$ cat config.mk
export PLATFORM = sky130hd
export DESIGN_NAME = fbp_top
export DESIGN_NICKNAME = d
export VERILOG_FILES = /design/src/core/fbp_pkg.sv /design/src/core/fbp_guard.sv /design/src/core/fbp_top.sv
export SDC_FILE = /design/constraint.sdc
export NUM_CORES = 1
export LEC_CHECK = 0
export ABC_AREA = 1
export BUFFER_PORTS_ARGS = -buffer_cell sky130_fd_sc_hd__buf_2
export CAP_MARGIN = 0
export CELL_PAD_IN_SITES_DETAIL_PLACEMENT = 1
export CELL_PAD_IN_SITES_GLOBAL_PLACEMENT = 2
export CORE_MARGIN = 2
export CORE_UTILIZATION = 28
export CTS_BUF_LIST = sky130_fd_sc_hd__clkbuf_4 sky130_fd_sc_hd__clkbuf_8
export DETAILED_ROUTE_END_ITERATION = 8
export PLACE_DENSITY_LB_ADDON = 0.1
export SLEW_MARGIN = 20
export SYNTH_ARGS = -nofsm -noshare
export SYNTH_HDL_FRONTEND = slang
export SYNTH_SLANG_ARGS = --single-unit
$ cat constraint.sdc
create_clock -name CLOCK -period 2.2 [get_ports CLOCK]
set_clock_uncertainty 0.15 [all_clocks]
set_input_delay 0.11 -clock CLOCK [delete_from_list [all_inputs] [get_ports CLOCK]]
set_output_delay 0.11 -clock CLOCK [all_outputs]
set_load 0.05 [all_outputs]
$ cat src/core/fbp_pkg.sv
/*
 * Shared constants and types of the flash block protection core:
 * register offsets, field positions, reset values, commands and states.
 * Assumes a 32-bit classic Wishbone register bus and a 16-bit flash address.
 */
package fbp_pkg;

	// Register byte offsets
	localparam logic [7:0] FBP_OFF_PROT = 8'h00;
	localparam logic [7:0] FBP_OFF_STAT = 8'h04;
	localparam logic [7:0] FBP_OFF_CMD  = 8'h08;
	localparam logic [7:0] FBP_OFF_ADDR = 8'h0C;
	localparam logic [7:0] FBP_OFF_DATA = 8'h10;

	// Flash geometry
	localparam int FBP_FLASH_AW  = 16;
	localparam int FBP_BLOCK_LSB = 9;
	localparam int FBP_BND_W     = 7;

	// Protection register fields
	localparam int FBP_PROT_DIS_BIT = 0;
	localparam int FBP_PROT_BND_LSB = 1;
	localparam int FBP_PROT_BND_MSB = 7;

	// Status register fields
	localparam int FBP_ST_READY_BIT = 7;
	localparam int FBP_ST_DONE_BIT  = 6;
	localparam int FBP_ST_VIOL_BIT  = 5;
	localparam int FBP_ST_ERR_BIT   = 4;
	localparam int FBP_ST_BUSY_BIT  = 2;

	// Reset values
	localparam logic [7:0]  FBP_PROT_RST = 8'h00;
	localparam logic [1:0]  FBP_CMD_RST  = 2'h0;
	localparam logic [15:0] FBP_ADDR_RST = 16'h0000;
	localparam logic [7:0]  FBP_DATA_RST = 8'h00;

	// Command codes
	localparam logic [1:0] FBP_CMD_PROGRAM = 2'h1;
	localparam logic [1:0] FBP_CMD_ERASE   = 2'h2;

	typedef enum logic [2:0] {
		FBP_ST_LOAD = 3'h1,
		FBP_ST_IDLE = 3'h2,
		FBP_ST_BUSY = 3'h4
	} fbp_state_t;

endpackage : fbp_pkg

$ cat src/core/fbp_guard.sv
/*
 * Address guard: flags a flash address that lies in the protected region.
 * Assumes the boundary and disable come straight from the protection register.
 */
`timescale 1ns/100ps
`default_nettype none

module fbp_guard
	import fbp_pkg::*;
(
	// Protection setting
	input  wire logic [FBP_BND_W-1:0]    bound,
	input  wire logic                    prot_off,
	// Target address
	input  wire logic [FBP_FLASH_AW-1:0] addr,
	// Verdict
	output logic                         is_protected
);

	// Blocks above the boundary are locked unless protection is off
	assign is_protected = ~prot_off & (addr[FBP_FLASH_AW-1:FBP_BLOCK_LSB] > bound);

endmodule : fbp_guard

`default_nettype wire

$ cat src/core/fbp_top.sv
/*
 * Flash block protection core: protection register, flash status register,
 * command launch with protection check, classic Wishbone slave.
 * Assumes the flash array, its nonvolatile byte and the debug path share CLOCK.
 */
//
// Contract
// - Protection register loads from the nonvolatile protection byte at reset.
// - Protection register reads back boundary and disable at any time.
// - With protection enabled, only a smaller or equal boundary is accepted.
// - With protection disabled, software writes leave protection unchanged.
// - Bits 7:1 hold the boundary; blocks above it are protected.
// - Program or erase aimed at a protected location is refused.
// - Bit 0 disables protection; when set no block is protected.
// - Debug path rewrites protection bits without any restriction; code ignores it in the load state.
// - Status bits 3, 1, 0 read zero and ignore writes.
// - Other five status bits are readable; writes act per bit.
`timescale 1ns/100ps
`default_nettype none

module fbp_top
	import fbp_pkg::*;
(
	// Clock and reset
	input  wire logic                    CLOCK,
	input  wire logic                    RST_N,
	// Wishbone slave
	input  wire logic                    WB_CYC_I,
	input  wire logic                    WB_STB_I,
	input  wire logic                    WB_WE_I,
	input  wire logic [7:0]              WB_ADR_I,
	input  wire logic [3:0]              WB_SEL_I,
	input  wire logic [31:0]             WB_DAT_I,
	output logic      [31:0]             WB_DAT_O,
	output logic                         WB_ACK_O,
	// Nonvolatile protection byte
	input  wire logic [7:0]              NV_PROT_BYTE,
	// Background debug path
	input  wire logic                    DBG_PROT_WE,
	input  wire logic [7:0]              DBG_PROT_DATA,
	// Flash array command port
	output logic                         FLASH_CMD_REQ,
	output logic                         FLASH_CMD_ERASE,
	output logic [FBP_FLASH_AW-1:0]      FLASH_ADDR,
	output logic [7:0]                   FLASH_WDATA,
	input  wire logic                    FLASH_DONE
);

	fbp_state_t                state_q;
	fbp_state_t                state_d;
	logic [7:0]                flash_protection_control_q;
	logic [1:0]                cmd_q;
	logic [FBP_FLASH_AW-1:0]   addr_q;
	logic [7:0]                data_q;
	logic                      run_erase_q;
	logic                      done_q;
	logic                      viol_q;
	logic                      err_q;
	logic                      ack_q;
	logic [31:0]               dat_q;
	logic [7:0]                flash_status;
	logic                      wb_go;
	logic                      wb_take;
	logic                      wr_lane0;
	logic                      sw_prot_wr;
	logic                      launch;
	logic                      cmd_legal;
	logic                      target_locked;
	logic                      start;
	logic                      viol_set;
	logic                      err_set;
	logic                      viol_clr;
	logic                      err_clr;
	logic                      raise_ok;
	logic [FBP_BND_W-1:0]      bound;
	logic                      prot_off;

	assign bound    = flash_protection_control_q[FBP_PROT_BND_MSB:FBP_PROT_BND_LSB];
	assign prot_off = flash_protection_control_q[FBP_PROT_DIS_BIT];

	// Bus decode; read sampled when taken, write lands on the edge the master sees ack
	assign wb_go    = WB_CYC_I & WB_STB_I & ~ack_q;
	assign wb_take  = WB_CYC_I & WB_STB_I & ack_q & WB_WE_I;
	assign wr_lane0 = wb_take & WB_SEL_I[0];
	assign sw_prot_wr = wr_lane0 & (WB_ADR_I == FBP_OFF_PROT) & (state_q != FBP_ST_LOAD);

	// Launch: writing one to the ready bit while idle
	assign launch = wr_lane0 & (WB_ADR_I == FBP_OFF_STAT) & WB_DAT_I[FBP_ST_READY_BIT]
		& (state_q == FBP_ST_IDLE);
	assign cmd_legal = (cmd_q == FBP_CMD_PROGRAM) | (cmd_q == FBP_CMD_ERASE);
	assign start     = launch & cmd_legal & ~target_locked;
	assign viol_set  = launch & cmd_legal & target_locked;
	assign err_set   = launch & ~cmd_legal;
	assign viol_clr  = wr_lane0 & (WB_ADR_I == FBP_OFF_STAT) & WB_DAT_I[FBP_ST_VIOL_BIT];
	assign err_clr   = wr_lane0 & (WB_ADR_I == FBP_OFF_STAT) & WB_DAT_I[FBP_ST_ERR_BIT];

	// Only equal or smaller boundary while protection is on
	assign raise_ok = ~prot_off & (WB_DAT_I[FBP_PROT_BND_MSB:FBP_PROT_BND_LSB] <= bound);

	fbp_guard u_guard (
		.bound        (bound),
		.prot_off     (prot_off),
		.addr         (addr_q),
		.is_protected (target_locked)
	);

	// Sequencer
	always_comb begin
		state_d = state_q;
		unique case (state_q)
			FBP_ST_LOAD: begin
				state_d = FBP_ST_IDLE;
			end
			FBP_ST_IDLE: begin
				if (start) begin
					state_d = FBP_ST_BUSY;
				end
			end
			FBP_ST_BUSY: begin
				if (FLASH_DONE) begin
					state_d = FBP_ST_IDLE;
				end
			end
			default: begin
				state_d = FBP_ST_IDLE;
			end
		endcase
	end

	always_ff @(posedge CLOCK or negedge RST_N) begin
		if (!RST_N) begin
			state_q <= FBP_ST_LOAD;
		end else begin
			state_q <= state_d;
		end
	end

	// Protection register; locked-down value until the nonvolatile byte is taken
	always_ff @(posedge CLOCK or negedge RST_N) begin
		if (!RST_N) begin
			flash_protection_control_q <= FBP_PROT_RST;
		end else if (state_q == FBP_ST_LOAD) begin
			flash_protection_control_q <= NV_PROT_BYTE;
		end else if (DBG_PROT_WE) begin
			flash_protection_control_q <= DBG_PROT_DATA;
		end else if (sw_prot_wr && raise_ok) begin
			flash_protection_control_q <= {WB_DAT_I[FBP_PROT_BND_MSB:FBP_PROT_BND_LSB], 1'b0};
		end
	end

	// Command, address and data; frozen while a command runs
	always_ff @(posedge CLOCK or negedge RST_N) begin
		if (!RST_N) begin
			cmd_q  <= FBP_CMD_RST;
			addr_q <= FBP_ADDR_RST;
			data_q <= FBP_DATA_RST;
		end else if (state_q == FBP_ST_IDLE) begin
			if (wr_lane0 && WB_ADR_I == FBP_OFF_CMD) begin
				cmd_q <= WB_DAT_I[1:0];
			end
			if (wb_take && WB_ADR_I == FBP_OFF_ADDR) begin
				if (WB_SEL_I[0]) begin
					addr_q[7:0] <= WB_DAT_I[7:0];
				end
				if (WB_SEL_I[1]) begin
					addr_q[15:8] <= WB_DAT_I[15:8];
				end
			end
			if (wr_lane0 && WB_ADR_I == FBP_OFF_DATA) begin
				data_q <= WB_DAT_I[7:0];
			end
		end
	end

	always_ff @(posedge CLOCK or negedge RST_N) begin
		if (!RST_N) begin
			run_erase_q <= 1'b0;
		end else if (start) begin
			run_erase_q <= (cmd_q == FBP_CMD_ERASE);
		end
	end

	// Status flags; set wins over clear
	always_ff @(posedge CLOCK or negedge RST_N) begin
		if (!RST_N) begin
			done_q <= 1'b0;
		end else if (state_q == FBP_ST_BUSY && FLASH_DONE) begin
			done_q <= 1'b1;
		end else if (start) begin
			done_q <= 1'b0;
		end
	end

	always_ff @(posedge CLOCK or negedge RST_N) begin
		if (!RST_N) begin
			viol_q <= 1'b0;
		end else if (viol_set) begin
			viol_q <= 1'b1;
		end else if (viol_clr) begin
			viol_q <= 1'b0;
		end
	end

	always_ff @(posedge CLOCK or negedge RST_N) begin
		if (!RST_N) begin
			err_q <= 1'b0;
		end else if (err_set) begin
			err_q <= 1'b1;
		end else if (err_clr) begin
			err_q <= 1'b0;
		end
	end

	// Status view; bits 3, 1, 0 tied low
	always_comb begin
		flash_status = 8'h00;
		flash_status[FBP_ST_READY_BIT] = (state_q == FBP_ST_IDLE);
		flash_status[FBP_ST_DONE_BIT]  = done_q;
		flash_status[FBP_ST_VIOL_BIT]  = viol_q;
		flash_status[FBP_ST_ERR_BIT]   = err_q;
		flash_status[FBP_ST_BUSY_BIT]  = (state_q == FBP_ST_BUSY);
	end

	// Bus answer; unmapped offsets read zero and writes there are dropped
	always_ff @(posedge CLOCK or negedge RST_N) begin
		if (!RST_N) begin
			ack_q <= 1'b0;
			dat_q <= 32'h0000_0000;
		end else begin
			ack_q <= wb_go;
			if (wb_go) begin
				unique case (WB_ADR_I)
					FBP_OFF_PROT: dat_q <= {24'h00_0000, flash_protection_control_q};
					FBP_OFF_STAT: dat_q <= {24'h00_0000, flash_status};
					FBP_OFF_CMD:  dat_q <= {30'h0000_0000, cmd_q};
					FBP_OFF_ADDR: dat_q <= {16'h0000, addr_q};
					FBP_OFF_DATA: dat_q <= {24'h00_0000, data_q};
					default:      dat_q <= 32'h0000_0000;
				endcase
			end
		end
	end

	assign WB_ACK_O        = ack_q;
	assign WB_DAT_O        = dat_q;
	assign FLASH_CMD_REQ   = (state_q == FBP_ST_BUSY);
	assign FLASH_CMD_ERASE = run_erase_q;
	assign FLASH_ADDR      = addr_q;
	assign FLASH_WDATA     = data_q;

	// Checks
	nv_load_a: assert property (@(posedge CLOCK) disable iff (!RST_N)
		(state_q == FBP_ST_LOAD) |=> (flash_protection_control_q == $past(NV_PROT_BYTE)))
		else $error("protection register not loaded from nonvolatile byte");

	prot_read_a: assert property (@(posedge CLOCK) disable iff (!RST_N)
		(WB_ACK_O && !$past(WB_WE_I) && $past(WB_ADR_I) == FBP_OFF_PROT)
		|-> (WB_DAT_O == {24'h00_0000, $past(flash_protection_control_q)}))
		else $error("protection register read returned wrong value");

	bound_shrink_a: assert property (@(posedge CLOCK) disable iff (!RST_N)
		$past(sw_prot_wr && !DBG_PROT_WE && !prot_off)
		|-> (bound <= $past(bound)) && !prot_off)
		else $error("protection reduced by software write");

	no_raise_a: assert property (@(posedge CLOCK) disable iff (!RST_N)
		(sw_prot_wr && !DBG_PROT_WE && !prot_off
		&& WB_DAT_I[FBP_PROT_BND_MSB:FBP_PROT_BND_LSB] > bound)
		|=> $stable(flash_protection_control_q))
		else $error("larger boundary accepted while protected");

	dis_locked_a: assert property (@(posedge CLOCK) disable iff (!RST_N)
		(sw_prot_wr && !DBG_PROT_WE && prot_off) |=> $stable(flash_protection_control_q))
		else $error("software write changed disabled protection");

	refuse_cmd_a: assert property (@(posedge CLOCK) disable iff (!RST_N)
		(launch && target_locked) |=> !FLASH_CMD_REQ ##0 (viol_q || err_q))
		else $error("command to protected location not refused");

	launch_go_a: assert property (@(posedge CLOCK) disable iff (!RST_N)
		start |=> FLASH_CMD_REQ && !flash_status[FBP_ST_READY_BIT] && (FLASH_ADDR == $past(addr_q)))
		else $error("accepted command not issued to flash");

	dis_free_a: assert property (@(posedge CLOCK) disable iff (!RST_N)
		prot_off |-> !target_locked)
		else $error("location protected while protection disabled");

	dbg_write_a: assert property (@(posedge CLOCK) disable iff (!RST_N)
		(DBG_PROT_WE && state_q != FBP_ST_LOAD) |=> (flash_protection_control_q == $past(DBG_PROT_DATA)))
		else $error("debug write to protection register lost");

	stat_zero_a: assert property (@(posedge CLOCK) disable iff (!RST_N)
		(WB_ACK_O && !$past(WB_WE_I) && $past(WB_ADR_I) == FBP_OFF_STAT)
		|-> (WB_DAT_O[31:8] == 24'h00_0000) && !WB_DAT_O[3] && !WB_DAT_O[1] && !WB_DAT_O[0])
		else $error("reserved status bits not zero");

	done_flag_a: assert property (@(posedge CLOCK) disable iff (!RST_N)
		(FLASH_CMD_REQ && FLASH_DONE) |=> done_q && !FLASH_CMD_REQ && (state_q == FBP_ST_IDLE))
		else $error("command completion not flagged");

endmodule : fbp_top

`default_nettype wire
==> results of run 1 <==
## cell families after synthesis
kind of cell,Yosys count,share of synthesized area
AND/OR/NAND/NOR,245,0.3286
buffers and inverters,76,0.1120
flip-flops,58,0.4248
AO/OA/AOI/OAI,50,0.07867
adder cells (fa/ha/maj),15,0.05488
other,1,0.001097
## metal layers
layer | GRT usage | wire length (µm)
met4 | 0.04878 | 116
met2 | 0.2730 | 4746
met3 | 0.03600 | 404
met1 | 0.2314 | 5226
met5 | 0 | 0
## timing repair
| item | 4_1_cts | 5_1_grt |
|---|---|---|
| hold buffers | 32 | 0 |
| gates resized for setup | 0 | 0 |
| hold endpoints to repair | 89 | 0 |
## worst paths after layout
| check | start | end | slack, ns |
|---|---|---|---|
| setup / recovery | state_q[0]$_DFFE_PN1P_ | flash_protection_control_q[7]$_DFFE_PN0P_ | 0.23 |
| hold / removal | WB_SEL_I[1] | FLASH_ADDR[9]$_DFFE_PN0P_ | 0.01 |
| setup reg to reg | state_q[0]$_DFFE_PN1P_ | flash_protection_control_q[7]$_DFFE_PN0P_ | 0.23 |
| hold reg to reg | WB_DAT_O[12]$_DFFE_PN0P_ | WB_DAT_O[12]$_DFFE_PN0P_ | 0.33 |
| max in group asynchronous | RST_N | cmd_q[1]$_DFFE_PN0P_ | 1.09 |
| min in group asynchronous | RST_N | FLASH_ADDR[8]$_DFFE_PN0P_ | 0.30 |
## cell usage in the layout (no fill, tap or decap)
cell / count
a21oi_1: 12
clkbuf_4: 1
nor2_4: 2
nor2_1: 28
clkinvlp_4: 2
a21oi_2: 2
dlygate4sd3_1: 32
dfstp_2: 1
buf_4: 8
o31ai_1: 1
nand2_4: 3
dfrtp_1: 57
nand2_2: 2
nor2_8: 1
nand4_1: 5
inv_2: 4
nand3_1: 32
a31oi_1: 7
nor2_2: 6
nand2_1: 158
buf_2: 91
nand4_4: 2
nor3_2: 1
o21ai_1: 16
inv_1: 46
nand3_2: 2
bufinv_16: 1
nor3_4: 2
clkbuf_8: 11
ha_1: 15
clkinv_2: 1
clkinv_1: 2
nand3b_1: 1
conb_1: 17
o21ai_0: 12
## sequential cells by signal, indices dropped and copies added (netlist names)
signal,cells
FLASH_CMD_ERASE,1
cmd_q,2
state_q,3
FLASH_WDATA,8
viol_q,1
WB_ACK_O,1
flash_protection_control_q,8
done_q,1
FLASH_ADDR,16
err_q,1
WB_DAT_O,16
## cell usage after synthesis, drive strengths merged, types with 2 or more instances
cell type,count,share of area
a21oi,14,0.023
a31oi,7,0.013
buf,23,0.054
clkinv,2,0.0022
dfrtp,57,0.42
ha,15,0.055
inv,50,0.055
nand2,163,0.19
nand3,34,0.053
nand4,7,0.022
nor2,37,0.054
nor3,3,0.011
o21ai,28,0.041
## stage by stage
step                area [µm²]  power, mW  hold WS, ns
finish                    4526      2.609      0.01392
detailed placement        3996      1.525       0.1705
CTS                       4526      2.649     0.007184
global route              4526      2.737      0.02809
global placement          3996      1.514       0.1696
floorplan                 3485      1.396      -0.3356
## layout make-up
type	instances	area, µm²	share of cell area
Clock buffer	12	158.9	0.03511
Inverter	52	195.2	0.04313
Timing Repair Buffer	131	835.8	0.1847
Sequential cell	58	1453	0.3210
Clock inverter	4	50.05	0.01106
Multi-Input combinational cell	327	1649	0.3644
Tap cell	147	183.9	0.04064
## power by group
| group | switching (mW) | internal (mW) |
|---|---|---|
| registers | 0.0310 | 1.09 |
| clock network | 0.463 | 0.595 |
| logic | 0.268 | 0.159 |
## worst max-delay path: cells and delay by family (launching register included)
family	cells	cell delay, ns
flops	1	0.58
simple gates	4	0.33
compound gates	1	0.05
buf+inv	2	0.75
==> qor.yml, run 1 <==
status: "finished, final reports clean"
ff2ff_path_depth: 7
wire_per_inst_um: 14.36
fmax_mhz: 506.4
cts_tree: "built"
cts_setup_buffers: 0
slowest_stage: "dfstp_2"
ant_nets: 0
die_w_um: 114.5
clk_path_buf_depth: 2
fillers: 1486
cts_sinks: 58
ys_seq_elements: 58
initial_core_util: 0.2859
async_flop_share: 1.000
die_y_um: 114.5
rsz0062_at_grt: "no"
crit_path_start_kind: "register"
endpoint_kind: "register"
wl_um: 10490
slew_headroom: 0.4899
vias: 3239
gp_congestion: 0.7841
crit_path_frequent_cell: "nand2_1"
max-vdd-ir-drop_mv: 0.2884
drtPass1Iterations: 4
slowest_delay_ns: 0.58
crit_fanout: 16
cts_root_buffer: "clkbuf_8"
grt_max_degree: 59
placed_cells: 683
cp.required_ns: 2.29
setup_violations: 0
synthesis.area_mm2: 0.003420
finalNetCount: 661
synthCells: 445
drive_above_1_share: 0.2449
instances_no_fill: 731
synth_area_per_cell_um2: 7.684
track_usage: 0.1702
diodes: 0
synth_seq_area_share: 0.4248
hp-class: "input pin to register"
io_pins: 126
antenna_found_initial: 0
hpwlAfterDp_um: 8117
num_rows: 40
drt_iter0_drc: 102
p_per_area_mw_per_mm2: 576.5
fin_crit_ns: 1.975
drc: 0
crit_arrival_ns: 2.06
synth_edf_count: 0
die-area_mm2: 0.01311
numCtsBuffers: 9
ys_types: 33
synthFlopType: "dfrtp_1"
routed_via_density: 4.431
post-place-ws_ns: 0.3270
final_util: 0.3783
yosys_warnings: 0
fin_ws_ns: 0.2251
grt_pass1_vias: 3319
slew_viol_final: 0
fin_crit_sh: 0.8977
hold_violations: 0
grt_first_pass_wirelength_um: 17130
clk_latency_ns: 0.36
port_buffers: 91
htree_num_levels: 3
clk_pin_slew_worst_paths_ns: 0.07
core_area_mm2: 0.01196
syn2layout_area_growth_pct: 32.35
worstPathCellList: "nand3_2, buf_4, nor2_1, a31oi_1, dlygate4sd3_1, nand2_1, nand2_1"
worst_pin_slew_ns: 0.7651
crit_type: "register to register"
drv_cap: 0
hold_depth: 3
fin_tns_setup_ns: 0
p_leak_nw: 2.600
overflow: 0
Note: power is estimated with default switching activity, not from simulation.
==> run 2: changes to the inputs <==
==> constraint.sdc (replaced) <==
create_clock -name CLOCK -period 2.05 [get_ports CLOCK]
set_clock_uncertainty 0.15 [all_clocks]
set_input_delay 0.1025 -clock CLOCK [delete_from_list [all_inputs] [get_ports CLOCK]]
set_output_delay 0.1025 -clock CLOCK [all_outputs]
set_load 0.05 [all_outputs]
==> run 2 against run 1 <==
Effect of this change: count of clock-buffer cells in the layout fell by 1; combinational power up 9.1%; flip-flop and latch count did not move; maximum frequency increased by 2.6%; clock power rose by 14%; design area up 0.72%; routed wire length is essentially flat; hold slack improved by 0.014 ns; highest routed layer unchanged; final cell count unchanged.
==> qor.yml, run 2 (same netlist as run 1, synthesis figures left out) <==
cts_root_buffer: "clkbuf_8"
numCtsBuffers: 9  # unchanged
endpoint_kind: "register"
top_usage_layer: "met2"
fin_crit_ns: 1.924  # -0.05077 ns
r2r_end: "flash_protection_control_q[7]$_DFFE_PN0P_"
slew_viol_final: 0  # unchanged
routed_via_density: 4.445  # +0.31%
crit_end: "flash_protection_control_q[7]$_DFFE_PN0P_"
ff2ff_setup_slack_ns: 0.13  # -0.10 ns
clk_path_buf_depth: 2  # unchanged
clk_latency_ns: 0.34  # -0.02 ns
ant_nets: 0  # unchanged
cp_top_family: "buffers and inverters"
crit_arrival_ns: 2.01  # -0.05 ns
finalNetCount: 661  # unchanged
fillers: 1526  # +2.7%
fin_tns_setup_ns: 0  # unchanged
final_util: 0.3811  # +0.002720
cts_sinks: 58  # unchanged
port_buffers: 91  # unchanged
wl_um: 10500  # about the same
crit_buf_inv: 2  # unchanged
worstPathCellList: "nand3_2, buf_6, nor2_1, a31oi_1, dlygate4sd3_1, nand2_1, nand2_1"
fin_crit_sh: 0.9386  # +0.04092
setup_violations: 0  # unchanged
cp_num_cells: 7  # unchanged
io_pins: 126  # unchanged
met2_usage: 0.2824  # +0.009467
mostFrequentLayoutCells: "nand2_1 (157), buf_2 (91), dfrtp_1 (57)"
antenna_found_initial: 0  # unchanged
diodes: 0  # unchanged
htree_num_levels: 3  # unchanged
die_y_um: 114.5  # unchanged
max-vdd-ir-drop_mv: 0.3409  # +18%
syn2layout_area_growth_pct: 33.30
gp_congestion: 0.7981  # +1.8%
vias: 3249  # +0.31%
crit_fanout: 16  # unchanged
crit_type: "register to register"
core_area_mm2: 0.01196  # unchanged
grt_max_degree: 59  # unchanged
cp-startpoint: "state_q[0]$_DFFE_PN1P_"
track_usage: 0.1718  # +0.001589
drive_above_1_share: 0.2466  # +0.001712
min_from: "WB_SEL_I[1]"
grt_util_met3: 0.03229  # -0.003706
drtPass1Iterations: 6  # +2
rsz0062_at_grt: "no"
met1_usage: 0.2316  # about the same
ff2ff_path_depth: 7  # unchanged
grt_first_pass_wirelength_um: 17370  # +1.5%
slew_headroom: 0.6545  # +0.1646
die-area_mm2: 0.01311  # unchanged
slowest_delay_ns: 0.59  # about the same
p_per_area_mw_per_mm2: 633.1  # +9.8%
grt_pass1_vias: 3434  # +3.5%
status: "finished, final reports clean"
hpwlAfterDp_um: 8134  # +0.20%
slowest_stage: "dfstp_2"
initial_core_util: 0.2859  # unchanged
cts_tree: "built"
num_rows: 40  # unchanged
die_w_um: 114.5  # unchanged
drc: 0  # unchanged
p_leak_nw: 2.617  # +0.68%
mostFrequentLayoutCell: "nand2_1"
r2r-start: "state_q[0]$_DFFE_PN1P_"
fmax_mhz: 519.7  # +2.6%
overflow: 0  # unchanged
hold_violations: 0  # unchanged
crit_path_start_kind: "register"
cts_setup_buffers: 0  # unchanged
drv_cap: 0  # unchanged
wire_per_inst_um: 14.36  # about the same
hp-class: "input pin to register"
clk_pin_slew_worst_paths_ns: 0.07  # about the same
cp.required_ns: 2.13  # -0.16 ns
worst_pin_slew_ns: 0.5166  # -0.2485 ns
crit_path_frequent_cell: "nand2_1"
drt_iter0_drc: 102  # unchanged
[run 2: layout make-up]
| class | count | area, µm² | share of cell area |
|---|---|---|---|
| multi-input cells | 327 | 1652 | 0.3623 |
| clock inverters | 5 | 77.57 | 0.01702 |
| repair buffers | 131 | 852.1 | 0.1869 |
| inverters | 52 | 195.2 | 0.04282 |
| flip-flops and latches | 58 | 1453 | 0.3187 |
| clock buffers | 11 | 145.1 | 0.03184 |
| well taps | 147 | 183.9 | 0.04035 |
[run 2: worst min-delay path by stage]
| stage | to | cells past startpoint |
|---|---|---|
| finish | FLASH_ADDR[14]$_DFFE_PN0P_ | 3 |
| global route | FLASH_ADDR[1]$_DFFE_PN0P_ | 3 |
| CTS | FLASH_ADDR[14]$_DFFE_PN0P_ | 3 |
| detailed placement | WB_DAT_O[15]$_DFFE_PN0P_ | 2 |
| global placement | WB_DAT_O[8]$_DFFE_PN0P_ | 2 |
| floorplan | FLASH_ADDR[0]$_DFFE_PN0P_ | 0 |
[run 2: repair_timing]
item | in CTS | in global routing
hold buffers | 32 | 0
hold endpoints to repair | 90 | 0
endpoints found under the setup margin | 0 | 2
gates resized for setup | 0 | 2
[run 2: per-stage QoR]
step                      power [mW]  setup slack [ns]  hold slack (ns)  instance area (µm²)  cells
after floorplan                1.498            0.2084          -0.3431                 3485    461
after global placement         1.628            0.2356         -0.01263                 4009    683
after detailed placement       1.638            0.1959         -0.01297                 4009    683
after CTS                      2.929           0.09915          0.01384                 4552    731
after global routing           3.040           0.01665          0.03345                 4558    731
final                          2.886            0.1259          0.02797                 4558    731
[run 2: report_power, final]
| group | leakage, nW | switching [mW] | internal [mW] |
|---|---|---|---|
| registers | 0.783 | 0.0320 | 1.17 |
| clock network | 0.113 | 0.487 | 0.727 |
| logic | 1.72 | 0.292 | 0.175 |
| total | 2.62 | 0.811 | 2.07 |
[run 2: worst reg2reg max path, cell delays in order, from the launching register on]
cell and delay, ns:
dfstp_2 0.59, nand3_2 0.10, buf_6 0.16, nor2_1 0.11
a31oi_1 0.05, dlygate4sd3_1 0.55, nand2_1 0.06, nand2_1 0.04
[run 2: layer usage]
| layer | share of wire | wire length, µm |
|---|---|---|
| met4 | 0.011 | 114 |
| met2 | 0.46 | 4829 |
| met3 | 0.037 | 389 |
| met5 | 0 | 0 |
| met1 | 0.49 | 5160 |
==> run 3: changes to the inputs <==
==> constraint.sdc (replaced) <==
create_clock -name CLOCK -period 2 [get_ports CLOCK]
set_clock_uncertainty 0.15 [all_clocks]
set_input_delay 0.1 -clock CLOCK [delete_from_list [all_inputs] [get_ports CLOCK]]
set_output_delay 0.1 -clock CLOCK [all_outputs]
set_load 0.05 [all_outputs]
==> run 3 against run 2 <==
Effect of this change: combinational power increased by 7.1%; non-clock buffer count increased by 4; sequential power about the same; utilization increased by 0.74 points; maximum frequency increased by 1.2%; register-to-register slack got worse by 0.03 ns; global-route usage increased by 0.38 points; the flow now finishes with violations (hold timing); flip-flop and latch count unchanged; count of clock-buffer cells in the layout increased by 1; first-iteration DRC count increased by 13%.
==> qor.yml, run 3 (same netlist as run 1, synthesis figures left out) <==
placed_cells: 686  # +0.44%
fmax_mhz: 525.7  # +1.2%
rsz0062_at_grt: "no"
fin_crit_sh: 0.9510  # +0.01245
p_sw_mw: 0.8583  # +5.8%
routed_via_density: 4.444  # about the same
drc: 0  # unchanged
hp-class: "input pin to register"
violations: "hold timing"
clk_latency_ns: 0.36  # +0.02 ns
hold_depth: 5  # +2
top_usage_layer: "met2"
endpoint_kind: "register"
gp_congestion: 0.7930  # -0.64%
ant_nets: 0  # unchanged
drv_cap: 0  # unchanged
fin_tns_setup_ns: 0  # unchanged
min_from: "NV_PROT_BYTE[4]"
slew_viol_final: 0  # unchanged
grt_first_pass_wirelength_um: 17510  # +0.79%
mostFrequentLayoutCell: "nand2_1"
fillers: 1479  # -3.1%
grt_util_met3: 0.03706  # +0.004764
die_w_um: 114.5  # unchanged
finalNetCount: 665  # +0.61%
clkPwrFrac: 0.432  # +0.011
setup_violations: 0  # unchanged
cts_sinks: 58  # unchanged
hold_violations: 2  # +2
diodes: 0  # unchanged
swShare: 0.2815  # about the same
p_per_area_mw_per_mm2: 656.2  # +3.7%
hpwlAfterDp_um: 8132  # about the same
initial_core_util: 0.2859  # unchanged
die-area_mm2: 0.01311  # unchanged
fin_crit_ns: 1.902  # -0.02202 ns
max-vdd-ir-drop_mv: 0.2301  # -33%
instances_no_fill: 735  # +0.55%
core_area_mm2: 0.01196  # unchanged
grt_pass1_vias: 3459  # +0.73%
wl_um: 10700  # +2.0%
vias: 3266  # +0.52%
whs_ns: -0.03544  # -0.06341 ns
combPwrFrac: 0.164  # +0.002
cp.required_ns: 2.10  # -0.03 ns
p_total_mw: 3.049  # +5.7%
track_usage: 0.1756  # +0.003801
antenna_found_initial: 0  # unchanged
wire_per_inst_um: 14.56  # +1.4%
clk_pin_slew_worst_paths_ns: 0.08  # about the same
min_to: "flash_protection_control_q[4]$_DFFE_PN0P_"
worst_pin_slew_ns: 0.5124  # -0.004154 ns
crit_path_start_kind: "register"
r2r_end: "flash_protection_control_q[7]$_DFFE_PN0P_"
mostFrequentLayoutCells: "nand2_1 (157), buf_2 (91), dfrtp_1 (57)"
cts_root_buffer: "clkbuf_8"
crit_type: "register to register"
drt_iter0_drc: 115  # +13%
slew_headroom: 0.6573  # +0.002778
cts_tree: "built"
port_buffers: 91  # unchanged
drive_above_1_share: 0.2636  # +0.01703
ff2ff_setup_slack_ns: 0.1  # -0.03 ns
io_pins: 126  # unchanged
clk_path_buf_depth: 2  # unchanged
met2_usage: 0.2801  # -0.002367
ff2ff_path_depth: 7  # unchanged
overflow: 0  # unchanged
p_seq_frac: 0.404  # -0.013
numCtsBuffers: 9  # unchanged
met1_usage: 0.2388  # +0.007137
drtPass1Iterations: 4  # -2
die_y_um: 114.5  # unchanged
crit_arrival_ns: 2.00  # about the same
htree_num_levels: 3  # unchanged
syn2layout_area_growth_pct: 35.89
r2r-start: "state_q[0]$_DFFE_PN1P_"
p_leak_nw: 2.662  # +1.7%
p_int_mw: 2.191  # +5.6%
grt_max_degree: 59  # unchanged
num_rows: 40  # unchanged
status: "finished with violations"
crit_fanout: 8  # -8
==> run 3: cell types whose count changed in the layout (fill, tap and decap cells not counted), moves of 2 or more <==
| cell | previous run | this run |
|---|---|---|
| buf_4 | 6 | 10 |
| clkbuf_8 | 10 | 12 |
| nor2_2 | 6 | 12 |
| nor2_1 | 28 | 22 |
| dlygate4sd3_1 | 32 | 30 |
==> run 3: area by class of cell <==
| class | count | area, µm² | share of cell area |
|---|---|---|---|
| tap | 147 | 183.9 | 0.03958 |
| timing repair buffer | 135 | 903.4 | 0.1944 |
| inverter | 52 | 195.2 | 0.04200 |
| clock inverter | 4 | 72.57 | 0.01562 |
| clock buffer | 12 | 165.2 | 0.03554 |
| sequential | 58 | 1453 | 0.3126 |
| multi-input combinational | 327 | 1674 | 0.3603 |
==> run 3: worst max-delay path by stage <==
stage	start	end	slack, ns	cells after the start
after floorplan	WB_ACK_O$_DFF_PN0_	FLASH_ADDR[13]$_DFFE_PN0P_	0.16	6
after global placement	flash_protection_control_q[3]$_DFFE_PN0P_	state_q[1]$_DFFE_PN0P_	0.19	10
after detailed placement	flash_protection_control_q[3]$_DFFE_PN0P_	state_q[1]$_DFFE_PN0P_	0.15	10
after CTS	state_q[0]$_DFFE_PN1P_	flash_protection_control_q[2]$_DFFE_PN0P_	0.05	7
after global routing	state_q[0]$_DFFE_PN1P_	flash_protection_control_q[5]$_DFFE_PN0P_	0.008	7
final	state_q[0]$_DFFE_PN1P_	flash_protection_control_q[7]$_DFFE_PN0P_	0.1	7
==> run 3: per-layer routing <==
layer | wire length [µm] | part of all wire
met2 | 4967 | 0.46
met3 | 392 | 0.037
met4 | 146 | 0.014
met1 | 5195 | 0.49
met5 | 0 | 0
==> run 3: power groups by stage <==
stage	Clock, mW	Sequential, mW	Combinational [mW]
2_1_floorplan	0	1.25	0.286
3_3_place_gp	0	1.25	0.421
3_5_place_dp	0	1.25	0.434
4_1_cts	1.35	1.23	0.498
5_1_grt	1.41	1.24	0.567
6_report	1.32	1.23	0.500
==> run 3: through the flow <==
step / utilization / cell area, µm² / setup WS (ns)
CTS: 0.3845 / 4599 / 0.04721
global route: 0.3885 / 4647 / 0.007803
detailed placement: 0.3370 / 4031 / 0.1506
floorplan: - / 3485 / 0.1584
finish: 0.3885 / 4647 / 0.09791
global placement: 0.3370 / 4031 / 0.1925
==> run 3: what timing repair did <==
action,in CTS,in global routing
buffers inserted,0,1
hold buffers,33,1
gates resized for setup,0,12
setup endpoints to repair,0,11
hold endpoints to repair,90,1
==> run 3: critical path, stage by stage, from the launching register on <==
cell,delay (ns)
dfstp_2,0.60
nand3_4,0.11
buf_8,0.16
nor2_2,0.07
a31oi_1,0.04
dlygate4sd3_1,0.56
nand2_1,0.07
nand2_1,0.05
